File: config.mk
export PLATFORM = sky130hd
export DESIGN_NAME = sesc_event_ctrl
export DESIGN_NICKNAME = d
export VERILOG_FILES = /design/src/design/sesc_pkg.sv /design/src/design/sesc_event_ctrl.sv /design/src/design/sesc_summary.sv
export SDC_FILE = /design/constraint.sdc
export NUM_CORES = 1
export LEC_CHECK = 0
export ABC_CLOCK_PERIOD_IN_PS = 1800
export BUFFER_PORTS_ARGS = -buffer_cell sky130_fd_sc_hd__buf_2
export CAP_MARGIN = 10
export CORE_UTILIZATION = 40
export DETAILED_ROUTE_END_ITERATION = 8
export GPL_TIMING_DRIVEN = 0
export PLACE_DENSITY = 0.68
export SLEW_MARGIN = 20
export SYNTH_ARGS = -nofsm -noshare
export SYNTH_HDL_FRONTEND = slang
export SYNTH_SLANG_ARGS = --single-unit
File: constraint.sdc
create_clock -name i_core_clk -period 1.8 [get_ports i_core_clk]
set_input_delay 0.36 -clock i_core_clk [delete_from_list [all_inputs] [get_ports i_core_clk]]
set_output_delay 0.36 -clock i_core_clk [all_outputs]
set_load 0.02 [all_outputs]
File: src/design/sesc_pkg.sv
// constants and types shared by the standard event status block
`default_nettype none
package sesc_pkg;
   // ==============================================================
   // command codes presented on the command port
   localparam int CMD_W = 3;
   typedef enum logic [CMD_W-1:0] {
      SESC_CMD_NONE = 3'h0,
      SESC_CMD_WAIT = 3'h1,
      SESC_CMD_CLS = 3'h2,
      SESC_CMD_ESE_SET = 3'h3,
      SESC_CMD_ESE_QRY = 3'h4,
      SESC_CMD_ESR_QRY = 3'h5
   } sesc_cmd_t;
   // ==============================================================
   // register widths and reset values
   localparam int REG_W = 8;
   localparam logic [7:0] MASK_RESET = 8'h00;
   localparam logic [7:0] LATCH_RESET = 8'h00;
   // ==============================================================
   // event bit positions, shared by mask and latch
   localparam int BIT_OP_COMPLETE = 0;
   localparam int BIT_REQ_CONTROL = 1;
   localparam int BIT_QUERY_ERR = 2;
   localparam int BIT_DEVICE_ERR = 3;
   localparam int BIT_EXEC_ERR = 4;
   localparam int BIT_COMMAND_ERR = 5;
   localparam int BIT_USER_REQ = 6;
   localparam int BIT_POWER_ON = 7;
   // bits that exist on the serial link: power-on and the four errors
   localparam logic [7:0] SERIAL_LATCH_MASK = 8'hbc;
   localparam logic [7:0] GPIB_LATCH_MASK = 8'hff;
   // status byte position of output message available
   localparam int STB_MESSAGE_AVAILABLE = 4;
endpackage
`default_nettype wire

File: src/design/sesc_event_ctrl.sv
// standard event status register control and common command execution
//
// Overview of operation
// - wait command holds later commands until all earlier ones complete
// - wait command accepted without error and otherwise has no effect
// - clear-status zeroes event latches feeding status byte, and the status byte
// - clear-status over serial leaves the output queue untouched
// - clear-status over gpib keeps output queue, enable masks, message-available bit
// - enable set command loads the 8-bit mask with host value 0..255
// - enable mask is zero after power-on reset
// - enable query returns the mask as last written, 0..255
// - mask bits 7..0: power-on, user, command, exec, device, query, control, complete
// - event query returns latch then clears it; serial lacks bits 6,1,0
// - query answers carry the number only, no header
`timescale 1ns/1ps
`default_nettype none
module sesc_event_ctrl
   import sesc_pkg::*;
#(
   parameter int WIDTH = 8
) (
   // clock and reset
   input wire logic i_core_clk,
   input wire logic i_reset,
   // link selection: 1 = gpib, 0 = serial
   input wire logic i_link_gpib,
   // command port from the parser
   input wire logic i_cmd_valid,
   input wire sesc_pkg::sesc_cmd_t i_cmd,
   input wire logic [WIDTH-1:0] i_cmd_arg,
   output logic o_cmd_ready,
   // completion of earlier device-specific commands
   input wire logic i_ops_pending,
   // event sources, one-cycle pulses in mask layout
   input wire logic [WIDTH-1:0] i_event_set,
   // output queue state, owned outside
   input wire logic i_output_message_available,
   // response to queries, value only
   output logic o_resp_valid,
   output logic [WIDTH-1:0] o_resp_data,
   // status
   output logic [WIDTH-1:0] o_event_enable_mask,
   output logic [WIDTH-1:0] o_standard_event_latch,
   output logic o_event_summary,
   output logic o_status_byte_clear,
   output logic o_message_available_bit
);
   // ==============================================================
   // state
   typedef enum logic [1:0] {
      SESC_ST_IDLE = 2'b01,
      SESC_ST_WAIT = 2'b10
   } sesc_state_t;

   // sequencer group: command state, answer and clear strobe
   sesc_state_t state_reg, state_next;
   logic resp_valid_reg, resp_valid_next;
   logic [WIDTH-1:0] resp_data_reg, resp_data_next;
   logic cls_reg, cls_next;
   // mask group
   logic [WIDTH-1:0] event_enable_mask_reg, event_enable_mask_next;
   // latch group
   logic [WIDTH-1:0] standard_event_latch_reg, standard_event_latch_next;
   // decode
   logic take;
   logic take_wait;
   logic take_clear;
   logic take_mask_set;
   logic take_mask_query;
   logic take_latch_query;
   logic [WIDTH-1:0] link_mask;
   logic [WIDTH-1:0] new_events;

   // ==============================================================
   // decoding helpers

   // latch bits that exist on the active link
   function automatic logic [WIDTH-1:0] sesc_link_bits(input logic gpib);
      sesc_link_bits = gpib ? WIDTH'(GPIB_LATCH_MASK) : WIDTH'(SERIAL_LATCH_MASK);
   endfunction

   // one command code taken on this edge; shared by all groups
   function automatic logic sesc_hit(
      input logic tk,
      input sesc_cmd_t cmd,
      input sesc_cmd_t code
   );
      sesc_hit = tk && (cmd == code);
   endfunction

   assign link_mask = sesc_link_bits(i_link_gpib);
   // events of bits the link lacks are dropped before the latch
   assign new_events = i_event_set & link_mask;
   // no command is taken while a wait is draining
   assign o_cmd_ready = (state_reg == SESC_ST_IDLE);
   assign take = i_cmd_valid && o_cmd_ready;

   // one strobe per command; unknown codes raise none and are dropped
   assign take_wait = sesc_hit(take, i_cmd, SESC_CMD_WAIT);
   assign take_clear = sesc_hit(take, i_cmd, SESC_CMD_CLS);
   assign take_mask_set = sesc_hit(take, i_cmd, SESC_CMD_ESE_SET);
   assign take_mask_query = sesc_hit(take, i_cmd, SESC_CMD_ESE_QRY);
   assign take_latch_query = sesc_hit(take, i_cmd, SESC_CMD_ESR_QRY);

   // ==============================================================
   // sequencer group: wait hold, query answers, clear strobe

   // wait only stalls when something is really pending
   always_comb begin
      state_next = state_reg;
      resp_valid_next = 1'b0;
      resp_data_next = resp_data_reg;
      cls_next = 1'b0;
      case (state_reg)
         SESC_ST_IDLE: begin
            // harmless when nothing is pending: no error, no side effect
            if (take_wait && i_ops_pending) begin
               state_next = SESC_ST_WAIT;
            end
            // clear strobe only; output queue is never touched here
            if (take_clear) begin
               cls_next = 1'b1;
            end
            if (take_mask_query) begin
               resp_valid_next = 1'b1;
               resp_data_next = event_enable_mask_reg;
            end
            // latch as it stood before this edge, cut to the link layout
            if (take_latch_query) begin
               resp_valid_next = 1'b1;
               resp_data_next = standard_event_latch_reg & link_mask;
            end
         end
         SESC_ST_WAIT: begin
            // ready stays low until pending is seen low
            if (!i_ops_pending) begin
               state_next = SESC_ST_IDLE;
            end
         end
         default: begin
            state_next = SESC_ST_IDLE;
         end
      endcase
   end

   // registers only; reset values are constants
   always_ff @(posedge i_core_clk or posedge i_reset) begin
      if (i_reset) begin
         state_reg <= SESC_ST_IDLE;
         resp_valid_reg <= 1'b0;
         resp_data_reg <= '0;
         cls_reg <= 1'b0;
      end else begin
         state_reg <= state_next;
         resp_valid_reg <= resp_valid_next;
         resp_data_reg <= resp_data_next;
         cls_reg <= cls_next;
      end
   end

   // ==============================================================
   // mask group: written only by the set command, kept by clear
   always_comb begin
      event_enable_mask_next = event_enable_mask_reg;
      // argument taken whole; not cut to the link layout, so serial keeps bits 6,1,0 too
      if (take_mask_set) begin
         event_enable_mask_next = i_cmd_arg;
      end
   end

   // power-on value; the set command with argument zero also writes zero
   always_ff @(posedge i_core_clk or posedge i_reset) begin
      if (i_reset) begin
         event_enable_mask_reg <= WIDTH'(MASK_RESET);
      end else begin
         event_enable_mask_reg <= event_enable_mask_next;
      end
   end

   // ==============================================================
   // latch group: sticky events, emptied by clear or by its query
   always_comb begin
      standard_event_latch_next = standard_event_latch_reg;
      if (take_clear) begin
         standard_event_latch_next = '0;
      end
      if (take_latch_query) begin
         standard_event_latch_next = '0;
      end
      // new events win over a clear in the same cycle, so none is lost
      standard_event_latch_next = standard_event_latch_next | new_events;
   end

   // reset value is a constant; the latch starts empty
   always_ff @(posedge i_core_clk or posedge i_reset) begin
      if (i_reset) begin
         standard_event_latch_reg <= WIDTH'(LATCH_RESET);
      end else begin
         standard_event_latch_reg <= standard_event_latch_next;
      end
   end

   // ==============================================================
   // summary and outputs
   sesc_summary #(
      .WIDTH(WIDTH)
   ) u_summary (
      .i_latch(standard_event_latch_reg),
      .i_mask(event_enable_mask_reg),
      .o_summary(o_event_summary)
   );

   // answers and strobes straight from flip-flops
   assign o_resp_valid = resp_valid_reg;
   assign o_resp_data = resp_data_reg;
   assign o_event_enable_mask = event_enable_mask_reg;
   assign o_standard_event_latch = standard_event_latch_reg;
   assign o_status_byte_clear = cls_reg;
   // message-available passes through; clear never touches it
   assign o_message_available_bit = i_output_message_available;
endmodule // sesc_event_ctrl
`default_nettype wire

File: src/design/sesc_summary.sv
// masked event summary of the standard event latch
`timescale 1ns/1ps
`default_nettype none
module sesc_summary #(
   parameter int WIDTH = 8
) (
   // operands
   input wire logic [WIDTH-1:0] i_latch,
   input wire logic [WIDTH-1:0] i_mask,
   // summary
   output logic o_summary
);
   // pure combinational, follows either register at once
   assign o_summary = |(i_latch & i_mask);
endmodule // sesc_summary
`default_nettype wire

* After elaboration in Yosys (flattened, before gate mapping)
Index checks and enable logic that the tools add are counted.
Operators by class: $add $sub $neg 0, multiply operators 0, divide/modulo/power cells 0, order comparisons 0, equality and inequality tests 9, shifts and indexed selects 0, mux-type cells 13, bitwise gates (word level) 4, reductions and logical operators 11
Operators by type and width (count):
- $mux W8 | 4
- $and A8 B8 Y8 | 3
- $or A8 B8 Y8 | 1
- $reduce_or A8 Y1 | 1
- $logic_and A1 B1 Y1 | 7
- $mux W7 | 1
- $eq A3 B2 Y1 const B | 2
- $eq A3 B3 Y1 const B | 2
- $mux W1 | 5
- $mux W2 | 2
- $pmux W2 S2 | 1
- $reduce_and A2 Y1 | 2
- $eq A3 B1 Y1 const B | 1
- $eq A2 B1 Y1 const B | 1
- $eq A2 B2 Y1 const B | 1
- $ne A2 B1 Y1 const B | 1
- $ne A2 B2 Y1 const B | 1
- $reduce_bool A2 Y1 | 1
Storage, ports and cells: register bits 28, latch bits 0, RAM bits 0, memory bits (read-only) 0, input port bits 25, word-level logic and storage cells 43, memories kept 0

* Depth between registers and ports, before layout
depth after elaboration 6, gate-level depth with buffers 5, mapped depth without buffers 3

* By module
From an unflattened synthesis, not the netlist that was laid out.
Second synthesis, totals: cells, all modules 88, area total of the unflattened synthesis 1209.9 µm²
Modules (own cells, without submodules):
- sesc_event_ctrl | times used 1, cells each 83, area an instance 1173.6 µm²
- sesc_summary | times used 1, cells each 5, area an instance 36.3 µm²

* Worst setup path after synthesis
OpenSTA, ideal clock, no wires.
kind flip-flop to flip-flop, start point register state_reg[0], end point register resp_data_reg[0], in the netlist o_resp_data[0], setup time 0.125 ns, arrival 1.423 ns, data required time 1.675 ns, path slack 0.252 ns, cell stages (with the launch flop) 5, cell sequence dfstp_2 > nor2b_4 > and4b_1 > buf_6 > mux2_4
Between the ends: cells in the longest elaborated chain, start to end 5
Ends and longest elaborated chain:
- from (decl) | line sesc_event_ctrl.sv:56 | sesc_state_t state_reg, state_next;
- from (signal assigned) | line sesc_event_ctrl.sv:154 | state_reg <= state_next;
- $eq A2 B1 Y1 (*) | line sesc_event_ctrl.sv:95 | assign o_cmd_ready = (state_reg == SESC_ST_IDLE);
- via o_cmd_ready | line sesc_event_ctrl.sv:31 | output logic o_cmd_ready,
- $logic_and A1 B1 Y1 | line sesc_event_ctrl.sv:96 | assign take = i_cmd_valid && o_cmd_ready;
- $logic_and A1 B1 Y1 | line sesc_event_ctrl.sv:88 | sesc_hit = tk && (cmd == code);
- $reduce_bool A2 Y1 (no line)
- $reduce_and A2 Y1 (no line)
- to (signal assigned) | line sesc_event_ctrl.sv:156 | resp_data_reg <= resp_data_next;
- to (decl) | line sesc_event_ctrl.sv:58 | logic [WIDTH-1:0] resp_data_reg, resp_data_next;
The timed path passes the listed nets; every way through them passes the cells marked *. A chain may end at the register's enable or synchronous reset.

* Worst setup path in the final report
start point register standard_event_latch_reg[3], in the netlist o_standard_event_latch[3], end point output port o_event_summary
Between the ends: cells in the longest elaborated chain, start to end 2
Ends and longest elaborated chain:
- from (decl) | line sesc_event_ctrl.sv:63 | logic [WIDTH-1:0] standard_event_latch_reg, standard_event_latch_next;
- from (signal assigned) | line sesc_event_ctrl.sv:197 | standard_event_latch_reg <= WIDTH'(LATCH_RESET);
- from (signal assigned) | line sesc_event_ctrl.sv:199 | standard_event_latch_reg <= standard_event_latch_next;
- $and A8 B8 Y8 | line sesc_summary.sv:14 | assign o_summary = |(i_latch & i_mask);
- $reduce_or A8 Y1 | line sesc_summary.sv:14
- to (decl) | line sesc_event_ctrl.sv:44 | output logic o_event_summary,
Every way passes these cells.

==> out/qor.txt <==
syn_area_per_cell = 14.87 um^2
Post-Layout Cell Count = 188
Fin. Hold Viols = 0
CTS resizes = 0
Max Root-Sink Buffers = 2
post-route ant nets = 0
Yosys warning count = 0
Initial Util = 0.4266
main area contributors after synthesis = dfrtp_1 (51%), mux2_4 (20%), a21o_1 (2.8%)
leading area contributor after synthesis = dfrtp_1
TritonCTS Sinks = 28
gpl congestion = 0.7780
top-area cell type share of the netlist area = 0.5104
number of vias per cell = 4.883
Max VDD drop = 0.5451 mV
Tot GR Track Use = 0.1607
largest net degree at the start of global routing = 29
total core area = 3103 um^2
Syn Nets = 114
initial DRC count = 23
Final TNS setup = 0 ps
nets = 170
crit path DAT = 1290 ps
final core utilization = 0.5435
num rows = 20
DR pass1 iterations = 4
vias post-DR = 918
global route overflow = 0
required time worst endpoint = 1440 ps
Max Slew Vio Count = 0
DR WL/cell = 14.08 um
most frequent cells in the layout = buf_2 (51), dfrtp_1 (27), mux2_4 (18), a21o_1 (5)
RSZ-0062 raised after global routing = no
clk_skew = 0.9799 ps
Routed WL = 2.647 mm
hpwl dp = 1.969 mm
vias in the first global route = 866
share of cells above drive strength 1 = 0.6042
die height = 59.53 um
Residual DRC = 0
CTS Buf Count = 3
CTS tree = built
first-pass GRT wire length = 4.140 mm
io pins = 54
HP Class = in -> async
Leak = 0.0008362 uW
Setup Fix Bufs, Post-CTS = 0
relative slew slack = 0.6281
crit start category = register
Die ar. = 3543 um^2
critical path peak fanout = 4
clock edge transition at the registers on the reported setup and hold paths = 150 ps
final setup vio count = 0
Fmax = 607.0 MHz
crit path kind = reg -> out
worst-skew pair later-pin latency = 320 ps
post-route minimum period = 1647 ps
number of max-cap violations = 0
Area Overhead vs Synth = 27.41%
critical path endpoint category = output port
Worst Tran Pin Value = 557.1 ps
register bit total from synthesis = 28
n_diodes = 0
Die Span X = 59.53 um
Tot Pwr = 1806 uW
period utilisation layout = 0.9152
status = completed
H-tree depth = 1
commonest non-fill, non-tap cell in the layout = buf_2
PwrDens = 1071 nW/um^2
# port buffers = 51
Hold WS = 61.43 ps
# placed instances = 184
post-synthesis instance area = 1324 um^2
initial antenna violation count = 0
count of different cell masters after synthesis = 24
hold_buf cts = 0
root buffer cell = clkbuf_4
Synth Instances = 89
sequential-to-total area share from yosys stat = 0.5302
-- layout make-up --
type	instances	area (um^2)
Clock buffer	3	22.52
Buffer	5	61.31
Sequential cell	28	701.9
Clock inverter	1	30.03
Multi-Input combinational cell	52	545.5
Fill cell	289	1416
Timing Repair Buffer	51	255.2
Inverter	4	15.01
Tap cell	44	55.05
-- path summary, 6_finish.rpt --
check | start | endpoint | slack [ps] | depth (start not counted)
setup / recovery | o_standard_event_latch[3] | o_event_summary | 150 | 3
hold / removal | i_reset | o_resp_valid | 60 | 2
setup reg to reg | state_reg[0] | o_resp_data[3] | 260 | 4
hold reg to reg | o_resp_data[7] | o_resp_data[7] | 530 | 1
max in group asynchronous | i_reset | state_reg[0] | 1370 | 2
min in group i_core_clk | i_ops_pending | state_reg[0] | 190 | 2
-- kinds of logic (layout without fill, tap and decap cells) --
group | Yosys count | after routing | synth area share
DFF | 28 | 28 | 0.5303
muxes | 21 | 21 | 0.2297
AOI/OAI and AO/OA | 18 | 18 | 0.1011
and+or+nand+nor | 13 | 13 | 0.08129
buffers and inverters | 9 | 64 | 0.05765
-- per-layer routing --
| layer | part of all wire | wire length, um | GRT usage |
|---|---|---|---|
| met4 | 0.0072 | 19 | 0.04983 |
| met2 | 0.47 | 1242 | 0.2520 |
| met3 | 0.051 | 136 | 0.02183 |
| met1 | 0.47 | 1248 | 0.2311 |
| met5 | 0 | 0 | 0 |
-- per-stage QoR --
stage	instance area (um^2)	setup slack, ps
2_1_floorplan	1324	252.3
3_3_place_gp	1634	281.0
3_5_place_dp	1634	267.9
4_1_cts	1687	129.6
5_1_grt	1687	52.30
6_report	1687	152.6
-- cell usage after synthesis, drive strengths merged --
master  number
a22o         3
and4         1
and3b        1
o211ai       1
and4b        3
o21ai        4
nor2b        2
dfstp        1
nand4        1
nor3b        1
a21o         5
dfrtp       27
buf          5
nand3        3
inv          4
a22oi        4
mux2        21
o21a         1
and2b        1
-- power by group --
part	internal, uW	switching, uW
clock network	225	181
registers	741	93.1
logic	283	282
total	1250	556
-- worst max-delay path: stages (launching register included) --
cell     delay (ps)
dfrtp_1         440
a22oi_1         220
nand4_1         130
buf_2           180
(Power assumes the default switching activity.)
